**src/mbo_pkg.sv**
```systemverilog
// Constants, register map and types for the melody and buzzer output unit
package mbo_pkg;
	localparam int unsigned CLK_HZ = 125_000_000;
	localparam int unsigned CLK_PERIOD_NS = 8;
	localparam int unsigned BUZ_FREQ_HZ = 4000;
	localparam int unsigned BUZ_HALF_CYC = CLK_HZ / (2 * BUZ_FREQ_HZ);
	// Tone pitch is TONE_BASE_HZ / (N + 2)
	localparam int unsigned TONE_BASE_HZ = 65536;
	localparam int unsigned TONE_DIV_CYC = CLK_HZ / (2 * TONE_BASE_HZ);
	localparam int unsigned LEN_UNIT_NS = 1953125;
	localparam int unsigned LEN_UNIT_CYC = LEN_UNIT_NS / CLK_PERIOD_NS;

	localparam logic [7:0] ADDR_CTRL = 8'h00;
	localparam logic [7:0] ADDR_ROUTE = 8'h04;
	localparam logic [7:0] ADDR_TEMPO = 8'h08;
	localparam logic [7:0] ADDR_START = 8'h0C;

	localparam int CTRL_RUN_BIT = 3;
	localparam int CTRL_BEN_BIT = 2;
	localparam int CTRL_MODE_HI = 1;
	localparam int CTRL_MODE_LO = 0;
	localparam int WORD_END_BIT = 15;
	localparam int LEN_HI = 13;
	localparam int LEN_LO = 8;
	localparam int CODE_HI = 6;
	localparam int CODE_LO = 0;
	localparam int REST_LO = 2;
	localparam int ADDR_W = 16;

	localparam logic [1:0] MODE_RST = 2'h0;
	localparam logic [1:0] ROUTE_RST = 2'h0;
	localparam logic [3:0] TEMPO_RST = 4'h0;

	typedef enum logic [1:0] {
		MODE_INT1 = 2'h0,
		MODE_INT2 = 2'h1,
		MODE_SINGLE = 2'h2,
		MODE_CONT = 2'h3
	} mbo_mode_type;

	localparam logic [1:0] ROUTE_VOICE = 2'h0;
	localparam logic [1:0] ROUTE_SPEECH_MEL = 2'h2;
	localparam logic [1:0] ROUTE_SWAP = 2'h3;

	typedef enum logic [2:0] {
		ST_IDLE = 3'h1,
		ST_FETCH = 3'h2,
		ST_PLAY = 3'h4
	} mbo_state_type;
endpackage

```
**src/mbo_sync3.sv**
```systemverilog
// Three-stage synchroniser with agreement filter and falling-edge pulse
`timescale 1ns/1ps
module mbo_sync3 (
	input wire logic pclk, // clock
	input wire logic presetn, // async reset, active low
	input wire logic async_in, // level from outside the domain
	output logic level, // filtered level
	output logic fall // one-cycle pulse on a falling level
);
	logic s1;
	logic s2;
	logic s3;
	logic next_level;

	// Level moves only once the last two stages agree
	assign next_level = (s2 == s3) ? s3 : level;

	always_ff @(posedge pclk or negedge presetn)
	begin
		if (!presetn)
		begin
			s1 <= 1'b0;
			s2 <= 1'b0;
			s3 <= 1'b0;
			level <= 1'b0;
			fall <= 1'b0;
		end
		else
		begin
			s1 <= async_in;
			s2 <= s1;
			s3 <= s2;
			level <= next_level;
			fall <= level & ~next_level;
		end
	end
endmodule

```
**src/mbo_melody_buzzer.sv**
```systemverilog
// Melody sequencer, 4 kHz buzzer and output pin selector with APB registers
`timescale 1ns/1ps
// Operation
// - Melody word bit 15 marks last note
// - Last word raises end request, then stops
// - Buzzer enable drives buzzer onto pin pair
// - Two mode bits pick one of four modes
// - Carrier is 4 kHz square, equal halves
// - Intermittent 1 gates carrier with 8 Hz
// - Intermittent 2 gates with 8 Hz, 1 Hz low
// - Single tone ends at second 32 Hz fall
// - Continuous tone lasts while enable is one
// - Buzzer silent while melody runs
// - Melody start clears buzzer enable
// - Routing bits select pin pair sources
// - Start write supplies melody address, starts playback
// - Words fetched automatically until last note
// - Writing running flag zero stops melody
// - Writing one resumes at following note
// - Running flag is readable
// - Enable zero stops buzzer except single tone
// - Running flag tracks melody playback, rests and fetches included
// - Length bits 13..8, tone code 6..0
module mbo_melody_buzzer
	import mbo_pkg::*;
#(
	parameter int unsigned BUZ_HALF = BUZ_HALF_CYC, // cycles per carrier half period
	parameter int unsigned LEN_UNIT = LEN_UNIT_CYC // cycles per tone length unit
)
(
	input wire logic pclk, // clock, 125 MHz
	input wire logic presetn, // async reset, active low
	input wire logic psel, // APB select
	input wire logic penable, // APB access phase
	input wire logic pwrite, // APB direction
	input wire logic [7:0] paddr, // APB byte address
	input wire logic [31:0] pwdata, // APB write data
	output logic [31:0] prdata, // APB read data
	output logic pready, // APB ready
	output logic pslverr, // APB error on unmapped address
	output logic mel_rd_req, // melody word fetch request
	output logic [15:0] mel_rd_addr, // melody word address
	input wire logic [15:0] mel_rd_data, // fetched melody word
	input wire logic mel_rd_ack, // fetched word valid
	input wire logic tb_8hz, // time-base 8 Hz
	input wire logic tb_1hz, // time-base 1 Hz
	input wire logic tb_32hz, // time-base 32 Hz
	input wire logic speech_tone_pos, // speech section melody/buzzer, pos
	input wire logic speech_tone_neg, // speech section melody/buzzer, neg
	input wire logic voice_conv, // speech section voice, converter
	input wire logic voice_analog, // speech section voice, analog
	output logic melody_drive_pos, // melody pin pair, positive
	output logic melody_drive_neg, // melody pin pair, negative
	output logic converter_pin, // converter pin
	output logic analog_pin, // analog pin
	output logic melody_end_irq // pulse when last word starts
);
	mbo_state_type state;
	logic running;
	logic buzzer_enable;
	logic [1:0] mode;
	logic [1:0] route;
	logic [3:0] tempo;
	logic [ADDR_W-1:0] next_addr;
	logic [ADDR_W-1:0] pend_addr;
	logic pend_start;
	logic [15:0] word;
	logic [10:0] len_cnt;
	logic [17:0] len_pre;
	logic [9:0] tone_pre;
	logic [7:0] tone_cnt;
	logic tone_ph;
	logic [13:0] buz_cnt;
	logic carrier;
	logic fall_seen;
	logic err_q;
	logic [31:0] next_rdata;
	logic next_err;
	logic tb8;
	logic tb1;
	logic tb32;
	logic tb32_fall;

	// Zero tempo and zero length both act as one
	function automatic logic [10:0] len_units(input logic [3:0] tp, input logic [5:0] l);
		logic [4:0] tpe;
		logic [6:0] le;
		tpe = (tp == 4'h0) ? 5'h2 : {1'b0, tp} + 5'h1;
		le = (l == 6'h0) ? 7'h2 : {1'b0, l} + 7'h1;
		// Both factors widened first so the product cannot wrap
		len_units = {6'h0, tpe} * {4'h0, le};
	endfunction

	mbo_sync3 u_sync_8hz (
		.pclk(pclk),
		.presetn(presetn),
		.async_in(tb_8hz),
		.level(tb8),
		.fall()
	);
	mbo_sync3 u_sync_1hz (
		.pclk(pclk),
		.presetn(presetn),
		.async_in(tb_1hz),
		.level(tb1),
		.fall()
	);
	mbo_sync3 u_sync_32hz (
		.pclk(pclk),
		.presetn(presetn),
		.async_in(tb_32hz),
		.level(tb32),
		.fall(tb32_fall)
	);

	// APB decode; zero wait states
	wire acc = psel & penable;
	wire setup = psel & ~penable;
	wire wr_en = acc & pwrite;
	wire ctl_wr = wr_en & (paddr == ADDR_CTRL);
	wire route_wr = wr_en & (paddr == ADDR_ROUTE);
	wire tempo_wr = wr_en & (paddr == ADDR_TEMPO);
	wire start_wr = wr_en & (paddr == ADDR_START);
	assign pready = acc;
	assign pslverr = acc & err_q;

	always_comb
	begin
		next_rdata = 32'h0;
		next_err = 1'b0;
		if (paddr == ADDR_CTRL)
			next_rdata = {28'h0, running, buzzer_enable, mode};
		else if (paddr == ADDR_ROUTE)
			next_rdata = {30'h0, route};
		else if (paddr == ADDR_TEMPO)
			next_rdata = {28'h0, tempo};
		else if (paddr == ADDR_START)
			next_rdata = {16'h0, next_addr};
		else
			next_err = 1'b1;
	end

	// Read data is captured in the setup phase so it comes from a flop
	always_ff @(posedge pclk or negedge presetn)
	begin
		if (!presetn)
		begin
			prdata <= 32'h0;
			err_q <= 1'b0;
		end
		else if (setup)
		begin
			prdata <= next_rdata;
			err_q <= next_err;
		end
	end

	// Melody control strobes
	wire resume_wr = ctl_wr & pwdata[CTRL_RUN_BIT] & ~running;
	wire stop_wr = ctl_wr & ~pwdata[CTRL_RUN_BIT];
	wire start_now = start_wr & (state == ST_IDLE);
	wire pend_go = (state == ST_IDLE) & pend_start;
	wire mel_go = start_now | resume_wr | pend_go;
	wire len_tick = (len_pre == 18'(LEN_UNIT - 1));
	wire len_done = (state == ST_PLAY) & len_tick & (len_cnt == 11'h1);
	wire tone_tick = (tone_pre == 10'(TONE_DIV_CYC - 1));
	wire [5:0] len_field = mel_rd_data[LEN_HI:LEN_LO];
	wire [6:0] tone_code = word[CODE_HI:CODE_LO];
	wire rest = (word[CODE_HI:REST_LO] == 5'h0);

	always_ff @(posedge pclk or negedge presetn)
	begin
		if (!presetn)
		begin
			len_pre <= 18'h0;
			tone_pre <= 10'h0;
		end
		else
		begin
			len_pre <= len_tick ? 18'h0 : len_pre + 18'h1;
			tone_pre <= tone_tick ? 10'h0 : tone_pre + 10'h1;
		end
	end

	// Melody sequencer
	always_ff @(posedge pclk or negedge presetn)
	begin
		if (!presetn)
		begin
			state <= ST_IDLE;
			running <= 1'b0;
			next_addr <= '0;
			pend_addr <= '0;
			pend_start <= 1'b0;
			word <= 16'h0;
			len_cnt <= 11'h0;
			melody_end_irq <= 1'b0;
		end
		else
		begin
			melody_end_irq <= 1'b0;
			if (stop_wr)
			begin
				state <= ST_IDLE;
				running <= 1'b0;
				pend_start <= 1'b0;
			end
			else
			begin
				case (state)
					ST_IDLE:
					begin
						if (mel_go)
						begin
							state <= ST_FETCH;
							running <= 1'b1;
							if (start_now)
								next_addr <= pwdata[ADDR_W-1:0];
							else if (pend_go)
							begin
								next_addr <= pend_addr;
								pend_start <= 1'b0;
							end
						end
					end
					ST_FETCH:
					begin
						if (mel_rd_ack)
						begin
							word <= mel_rd_data;
							// Pointer already names the following note for a resume
							next_addr <= next_addr + 16'h1;
							len_cnt <= len_units(tempo, len_field);
							melody_end_irq <= mel_rd_data[WORD_END_BIT];
							state <= ST_PLAY;
						end
					end
					ST_PLAY:
					begin
						if (len_tick)
							len_cnt <= len_cnt - 11'h1;
						if (len_done)
						begin
							if (pend_start)
							begin
								next_addr <= pend_addr;
								pend_start <= 1'b0;
								state <= ST_FETCH;
							end
							else if (word[WORD_END_BIT])
							begin
								state <= ST_IDLE;
								running <= 1'b0;
							end
							else
								state <= ST_FETCH;
						end
					end
					default:
						state <= ST_IDLE;
				endcase
			end
			// A start during playback is queued for the next note boundary
			if (start_wr && state != ST_IDLE)
			begin
				pend_start <= 1'b1;
				pend_addr <= pwdata[ADDR_W-1:0];
			end
		end
	end

	assign mel_rd_req = (state == ST_FETCH);
	assign mel_rd_addr = next_addr;

	// Tone: half period is N+2 base ticks
	always_ff @(posedge pclk or negedge presetn)
	begin
		if (!presetn)
		begin
			tone_cnt <= 8'h0;
			tone_ph <= 1'b0;
		end
		else if (state != ST_PLAY)
		begin
			tone_cnt <= 8'h0;
			tone_ph <= 1'b0;
		end
		else if (tone_tick)
		begin
			if (tone_cnt == 8'h0)
			begin
				tone_cnt <= {1'b0, tone_code} + 8'h1;
				tone_ph <= ~tone_ph;
			end
			else
				tone_cnt <= tone_cnt - 8'h1;
		end
	end

	// Buzzer carrier runs free so the duty stays exact in every mode
	always_ff @(posedge pclk or negedge presetn)
	begin
		if (!presetn)
		begin
			buz_cnt <= 14'h0;
			carrier <= 1'b0;
		end
		else if (buz_cnt == 14'(BUZ_HALF - 1))
		begin
			buz_cnt <= 14'h0;
			carrier <= ~carrier;
		end
		else
			buz_cnt <= buz_cnt + 14'h1;
	end

	wire single = (mode == MODE_SINGLE);
	wire single_done = buzzer_enable & single & tb32_fall & fall_seen;
	wire wr_ben = pwdata[CTRL_BEN_BIT] | (buzzer_enable & single);

	always_ff @(posedge pclk or negedge presetn)
	begin
		if (!presetn)
		begin
			buzzer_enable <= 1'b0;
			mode <= MODE_RST;
			fall_seen <= 1'b0;
		end
		else
		begin
			if (ctl_wr)
			begin
				buzzer_enable <= wr_ben;
				mode <= pwdata[CTRL_MODE_HI:CTRL_MODE_LO];
			end
			else if (mel_go || single_done)
				buzzer_enable <= 1'b0;
			if (!buzzer_enable || !single)
				fall_seen <= 1'b0;
			else if (tb32_fall)
				fall_seen <= 1'b1;
		end
	end

	always_ff @(posedge pclk or negedge presetn)
	begin
		if (!presetn)
		begin
			route <= ROUTE_RST;
			tempo <= TEMPO_RST;
		end
		else
		begin
			if (route_wr)
				route <= pwdata[1:0];
			if (tempo_wr)
				tempo <= pwdata[3:0];
		end
	end

	// Buzzer gating per mode, muted behind a running melody
	wire buz_gate = (mode == MODE_INT1) ? tb8 :
		(mode == MODE_INT2) ? (tb8 & ~tb1) : 1'b1;
	wire buz_on = buzzer_enable & ~running & buz_gate;
	wire mel_on = (state == ST_PLAY) & ~rest;
	wire unit_on = mel_on | buz_on;
	wire unit_wave = mel_on ? tone_ph : carrier;
	wire unit_pos = unit_on & unit_wave;
	wire unit_neg = unit_on & ~unit_wave;
	wire swap = (route == ROUTE_SWAP);
	wire conv_mel = (route == ROUTE_SPEECH_MEL);
	wire next_md_pos = swap ? speech_tone_pos : unit_pos;
	wire next_md_neg = swap ? speech_tone_neg : unit_neg;
	wire next_conv = swap ? unit_pos : conv_mel ? speech_tone_pos : voice_conv;
	wire next_ana = swap ? unit_neg : conv_mel ? speech_tone_neg : voice_analog;

	always_ff @(posedge pclk or negedge presetn)
	begin
		if (!presetn)
		begin
			melody_drive_pos <= 1'b0;
			melody_drive_neg <= 1'b0;
			converter_pin <= 1'b0;
			analog_pin <= 1'b0;
		end
		else
		begin
			melody_drive_pos <= next_md_pos;
			melody_drive_neg <= next_md_neg;
			converter_pin <= next_conv;
			analog_pin <= next_ana;
		end
	end
endmodule

```
**config.mk**
```make
export PLATFORM = sky130hd
export DESIGN_NAME = mbo_melody_buzzer
export DESIGN_NICKNAME = d
export VERILOG_FILES = /design/src/mbo_pkg.sv /design/src/mbo_sync3.sv /design/src/mbo_melody_buzzer.sv
export SDC_FILE = /design/constraint.sdc
export NUM_CORES = 1
export LEC_CHECK = 0
export ABC_AREA = 0
export BUFFER_PORTS_ARGS = -buffer_cell sky130_fd_sc_hd__buf_2
export CORE_MARGIN = 4
export CORE_UTILIZATION = 40
export CTS_BUF_LIST = sky130_fd_sc_hd__clkbuf_4
export DETAILED_ROUTE_END_ITERATION = 8
export SLEW_MARGIN = 20
export SYNTH_ARGS = -nofsm -noshare
export SYNTH_HDL_FRONTEND = slang
export SYNTH_SLANG_ARGS = --single-unit
```
**constraint.sdc**
```tcl
create_clock -name pclk -period 9.5 [get_ports pclk]
set_clock_uncertainty 0.15 [all_clocks]
set_input_delay 0.475 -clock pclk [delete_from_list [all_inputs] [get_ports pclk]]
set_output_delay 0.475 -clock pclk [all_outputs]
set_load 0.1 [all_outputs]
```
==> results of run 1 <==
==> layout by cell type (no fill, tap or decap), drive strengths merged, types with 5 or more instances in the layout <==
cell,n
o21ai,52
a221oi,6
dfrtp,152
and2,8
and3,12
a211oi,9
nand2b,8
nand3b,6
dlygate4sd3,25
o22ai,7
ha,34
a31oi,7
xor2,27
clkinv,7
fa,14
buf,95
clkbuf,19
and4,5
xnor2,30
nor2,103
nand4b,6
a21oi,39
conb,16
or2,7
nand4,14
nor3,24
nand2,60
clkinvlp,6
nand3,41
inv,47
a22oi,8
a22o,14
nor4,10
nor2b,9
mux2,36
mux2i,5
o31ai,14
==> metrics by stage <==
step	power (mW)	hold WS [ns]	util (%)
after global routing	1.78	0.0222	46.2
after CTS	1.69	0.0132	46.1
final	1.67	0.0727	46.2
after floorplan	1.19	0.0294	-
after detailed placement	1.31	0.186	43.8
after global placement	1.31	0.182	43.8
==> final timing paths <==
path                                          start                   endpoint  cells past startpoint  slack (ns)
max                                  mel_rd_data[8]     len_cnt[8]$_DFFE_PN0P_                     19        4.64
min in group asynchronous                   presetn      tone_pre[3]$_DFF_PN0_                      2        0.38
max reg2reg                    tempo[0]$_DFFE_PN0P_     len_cnt[8]$_DFFE_PN0P_                     17        4.68
min                                      pwdata[14]  pend_addr[14]$_DFFE_PN0P_                      2        0.07
max in group asynchronous                   presetn     prdata[12]$_DFFE_PN0P_                      3        7.52
min reg2reg                u_sync_32hz.s1$_DFF_PN0_   u_sync_32hz.s2$_DFF_PN0_                      0        0.21
==> logic make-up after synthesis <==
group,after synthesis
compound gates,184
xor+xnor,57
fa+ha+maj,51
buf+inv,94
flops,153
mux,43
other cells,1
simple gates,337
==> area by class of cell <==
| type | count | area share (%) |
|---|---|---|
| diodes | 4 | 0.0987 |
| clock buffers | 19 | 1.41 |
| clock inverters | 13 | 1.05 |
| inverters | 48 | 1.78 |
| multi-input cells | 688 | 47.1 |
| flip-flops and latches | 153 | 37.8 |
| well taps | 280 | 3.46 |
| repair buffers | 120 | 7.34 |
==> power by group through the flow <==
stage	combinational [mW]	sequential, mW	clock (mW)
final	0.515	0.795	0.360
after floorplan	0.323	0.865	0
after global routing	0.564	0.807	0.407
after CTS	0.514	0.792	0.380
after global placement	0.502	0.804	0
after detailed placement	0.503	0.805	0
==> registers in the layout (all words and copies together) (netlist names), 4 cells and up <==
| register | count |
|---|---|
| word | 8 |
| buz_cnt | 14 |
| tone_cnt | 8 |
| mel_rd_addr | 16 |
| tone_pre | 10 |
| prdata | 16 |
| tempo | 4 |
| len_cnt | 11 |
| len_pre | 18 |
| pend_addr | 16 |
==> per-layer routing <==
metal / up-vias / GRT usage [%] / part of all wire [%]
li1: 3485 / - / -
met1: 3360 / 25.5 / 49
met2: 144 / 26.5 / 46
met3: 17 / 2.82 / 3.9
met4: 0 / 4.92 / 1.4
met5: - / 0 / 0
==> metrics.txt, run 1 <==
GRT Residual Overflow 0; Setup WS post-layout roughly 4.6 ns; H-tree depth 4; Slowest cell on crit path or4b_2; post-route insts no fill 1325; Slew @ Worst Pin between 0.9 and 1 ns; Multi-input gate area 4780 um^2; Simple-Gate Fraction of Synth Area 19.8%; CTS tree built; Pleak 4.62 nW; Pre-Repair DR Iteration Count 6; Setup Fix Bufs, Post-CTS 0; # hold bufs at CTS 25; internal power 1.01 mW; CTS Buf Count 17; Mean Syn Cell Area about 9.7 um^2; Comb pwr share between 30% and 40%; layout cells sized above 1 18.0%; Root Buffer clkbuf_4; Die Span Y 158 um; fin nets 1145; register cell area after layout 3830 um^2; WL final 21000 um; Synth area leader dfrtp_1; Final min period 4.86 ns; HP Class input port to register; Clock Sinks 153; Max stage delay on crit path about 0.62 ns; Clock Power Share 21.6%; wire length of the first global-routing pass roughly 35000 um; Worst Path Arrival 5.14 ns; die area 24900 um^2; Seq pwr share 47.6%; outcome complete, no violations; core area 22000 um^2; Setup WS pre-CTS between 4 and 5 ns; Via density about 5.3; Starting Density between 40% and 50%; WL/cell approximately 16 um; vias in the first global route 6829; drt initial violations 443; Clock Latency Late Sink 0.54 ns; pin count of the biggest net entering global routing 94; Setup crit end kind register; period utilization between 50% and 60%; CP top delay family adder cells; Yosys cell types 79; Final setup violation count 0; placed cells between 1k and 1.5k; Crit Path Max Fanout 5; RSZ-0062 raised after global routing no; power per cell area 165 nW/um^2; Synth top area share 42.4%; crit path buf inv count 4; Sw Ratio 39.7%; synth cell count leaders dfrtp_1 (152), nor2_1 (101), nand2_1 (59); synthesized cell area roughly 9000 um^2; Synth async-reset ratio 100%; Final Hold Viols 0; adder-cell share of the synthesized area about 8.2%; Clock Pin Slew Worst Setup and Hold Paths 0.12 ns; MaxCap Viol Count 0; worst vdd rail ir drop roughly 0.096 mV; final instance area between 10000 and 15000 um^2; std cell rows 54; largest family of logic cells by synthesized area simple AND/OR/NAND/NOR gates; Final GP Congestion 0.849; CTS max path bufs 2; Worst Setup Path Type input port to register; Synth Warn # 0; Resized Gates After CTS 0; Synth Register Bits ~150; total I/O pin count roughly 130; critical path required time 9.78 ns; gr usage total 17.3%; area grow syn2layout 13.0%; mux share of post-synthesis cell area ~5.6%; Remaining DRCs 0; XOR/XNOR Fraction of Synth Area 5.57%; initial antenna violation count 2; Placed Area 9620 um^2; DRT antenna net count 0; Setup crit start kind input port; fillers 2095; sw power between 0.6 and 0.7 mW; max frequency 0.206 GHz; Sum Neg Setup Slack 0 ns; via count between 7k and 8k; Die W 158 um; number of port buffers 90; most frequent cell after synthesis dfrtp_1; ranking of synthesized cells by area dfrtp_1 (42%), ha_1 (4.7%), mux2_2 (4.5%); CP Cell Sequence buf_2, inv_1, ha_1, or4b_2, nor3b_1, a21oi_1, nor2_1, fa_1, inv_1, fa_1, fa_1, inv_1, ha_1, and2_1, o21ai_0, nand3b_1, xnor2_1, a22oi_1, o22a_1; Synth Flop Type dfrtp_1; Final Slew Violations 0; Slew HR 38.6%; Post-synth EDFFs 0; post-synthesis compound-gate area fraction about an eighth; sequential share of the synthesized area 42.7%; detailed placer's ending HPWL 15200 um; cells after synthesis 920
No activity file was read; power rests on OpenSTA's default activity.
==> run 2: changes to the inputs <==
==> constraint.sdc (replaced) <==
create_clock -name pclk -period 4.7 [get_ports pclk]
set_clock_uncertainty 0.15 [all_clocks]
set_input_delay 0.235 -clock pclk [delete_from_list [all_inputs] [get_ports pclk]]
set_output_delay 0.235 -clock pclk [all_outputs]
set_load 0.1 [all_outputs]
==> metrics.txt, run 2 (synthesis gave the netlist of run 1 again) <==
WL final 21700 um (+3.5%); Setup crit end kind register; Worst Path Arrival 4.76 ns (-0.38 ns); Crit Path Max Fanout 5 (unchanged); reg-to-reg setup timing slack 0.23 ns (-4.45 ns); CP startpoint tempo[0]$_DFFE_PN0P_; total I/O pin count 125 (unchanged); cell depth of the worst setup path 17 (-2); initial antenna violation count 3 (+1); period utilization 95.1%; Slowest cell on crit path fa_1; DRT antenna net count 0 (unchanged); Starting Density 40.8% (unchanged); Clock Sinks 153 (unchanged); Sw Ratio 38.4% (-1.3 points); die area 24900 um^2 (unchanged); via count 7247 (+3.4%); Largest Register len_pre; wire length of the first global-routing pass 36000 um (+2.7%); WL/cell 16.0 um (+0.80%); crit path to len_cnt[8]$_DFFE_PN0P_; critical path required time 4.99 ns (-4.79 ns); number of flip-flops under the largest register name 18 (unchanged); fin nets 1181 (+3.1%); worst-case reg-to-reg path depth 17 (unchanged); R2R Path Start tempo[0]$_DFFE_PN0P_; CTS max path bufs 2 (unchanged); pin count of the biggest net entering global routing 75 (-20%); final instance area 10500 um^2 (+3.8%); WHS 0.0496 ns (-0.0231 ns); Final GP Congestion 0.845 (-0.42%); Die W 158 um (unchanged); Worst Setup Path Type register to register; H-tree depth 4 (unchanged); fillers 2059 (-1.7%); detailed placer's ending HPWL 15600 um (+2.3%); Pleak 4.82 nW (+4.4%); core area 22000 um^2 (unchanged); Final Slew Violations 0 (unchanged); drt initial violations 386 (-13%); vias in the first global route 7064 (+3.4%); worst vdd rail ir drop 0.176 mV (+83%); commonest non-fill, non-tap cells in the layout dfrtp_1 (151), nor2_1 (101), buf_2 (89); Setup crit start kind register; Seq pwr share 45.4% (-2.2 points); Final min period 4.47 ns; gr usage total 17.8% (+0.46 points); commonest non-fill, non-tap cell in the layout dfrtp_1; cell repeated most along the worst path fa_1; GRT Residual Overflow 0 (unchanged); sw power 1.36 mW (+100%); max frequency 0.224 GHz; Die Span Y 158 um (unchanged); Clock Power Share 24.3% (+2.7 points); Setup WS pre-CTS -0.0861 ns (-4.21 ns); Sum Neg Setup Slack 0 ns (unchanged); Slew @ Worst Pin 0.924 ns (+0.0109 ns); Pre-Repair DR Iteration Count 5 (-1); number of port buffers 90 (unchanged); Placed Area 9740 um^2 (+1.2%); Max stage delay on crit path 0.54 ns (-0.08 ns); CP top delay family adder cells; crit path buf inv count 2 (-2); HP Class input port to register; area grow syn2layout 17.4%; outcome complete, no violations; Via density 5.33 (+0.78%); Core Util, Final 47.9% (+1.8 points); Setup WS post-layout 0.232 ns (-4.41 ns); internal power 2.17 mW (+120%); Comb pwr share 30.2% (-0.6 points); power per cell area 335 nW/um^2 (+100%); CTS tree built; Final Hold Viols 0 (unchanged); Remaining DRCs 0 (unchanged); CTS Buf Count 17 (unchanged); reg2reg end len_cnt[8]$_DFFE_PN0P_; Root Buffer clkbuf_4; Slew HR 37.9% (-0.73 points); layout cells sized above 1 19.6% (+1.6 points); std cell rows 54 (unchanged); Clock Pin Slew Worst Setup and Hold Paths 0.13 ns (about the same); CP Cell Sequence inv_1, ha_1, nand2b_1, nand2_1, mux2_4, or2_2, fa_1, fa_1, fa_1, inv_1, ha_4, nor2b_1, o2111ai_2, nand3b_1, xnor2_1, a22oi_1, o22a_1; Clock Latency Late Sink 0.54 ns (about the same); MaxCap Viol Count 0 (unchanged); Final setup violation count 0 (unchanged)
run 2: worst min-delay path by stage:
stage              from               endpoint  slack [ns]  cells past startpoint
6_report       paddr[2]   route[0]$_DFFE_PN0P_        0.05                      3
5_1_grt        paddr[2]   route[0]$_DFFE_PN0P_      0.0009                      3
4_1_cts        paddr[2]   route[0]$_DFFE_PN0P_       0.004                      3
3_5_place_dp    presetn  tone_pre[8]$_DFF_PN0_        0.16                      1
3_3_place_gp    presetn  tone_pre[8]$_DFF_PN0_        0.16                      1
2_1_floorplan   presetn   analog_pin$_DFF_PN0_       -0.21                      0
run 2: layout make-up:
type | count | area [um^2] | area share (%)
Tap cell | 280 | 350 | 3.33
Inverter | 48 | 180 | 1.71
Clock buffer | 20 | 150 | 1.43
Antenna cell | 3 | 7.51 | 0.0713
Clock inverter | 12 | 150 | 1.43
Sequential cell | 153 | 3830 | 36.4
Multi-Input combinational cell | 688 | 4800 | 45.6
Timing Repair Buffer | 156 | 1060 | 10.0
run 2: tightest hold or removal path, cell delays in order:
cell	delay, ns
buf_2	0.17
nand3b_1	0.14
mux2_2	0.15
run 2: per-layer routing:
layer	track usage [%]	vias to the layer above	part of all wire [%]
met3	3.28	22	4.1
met5	0	-	0
met1	25.6	3542	48
met2	27.6	145	46
met4	4.92	0	1.8
li1	-	3538	-
run 2: power by group through the flow:
stage          combinational, mW  clock, mW  sequential (mW)
2_1_floorplan              0.653          0             1.75
3_3_place_gp                1.03          0             1.62
3_5_place_dp                1.03          0             1.63
4_1_cts                     1.06      0.888             1.60
5_1_grt                     1.17      0.950             1.63
6_report                    1.07      0.858             1.60
run 2: repair_timing:
action,4_1_cts,5_1_grt
endpoints found under the setup margin,0,5
resized for setup,0,5
hold buffers,42,0
endpoints found under the hold margin,132,0
setup buffers,0,4
run 2: per-stage QoR:
stage	cells	power (mW)
final	1360	3.53
after global routing	1360	3.74
after CTS	1353	3.55
after detailed placement	1279	2.66
after global placement	1279	2.65
after floorplan	935	2.40
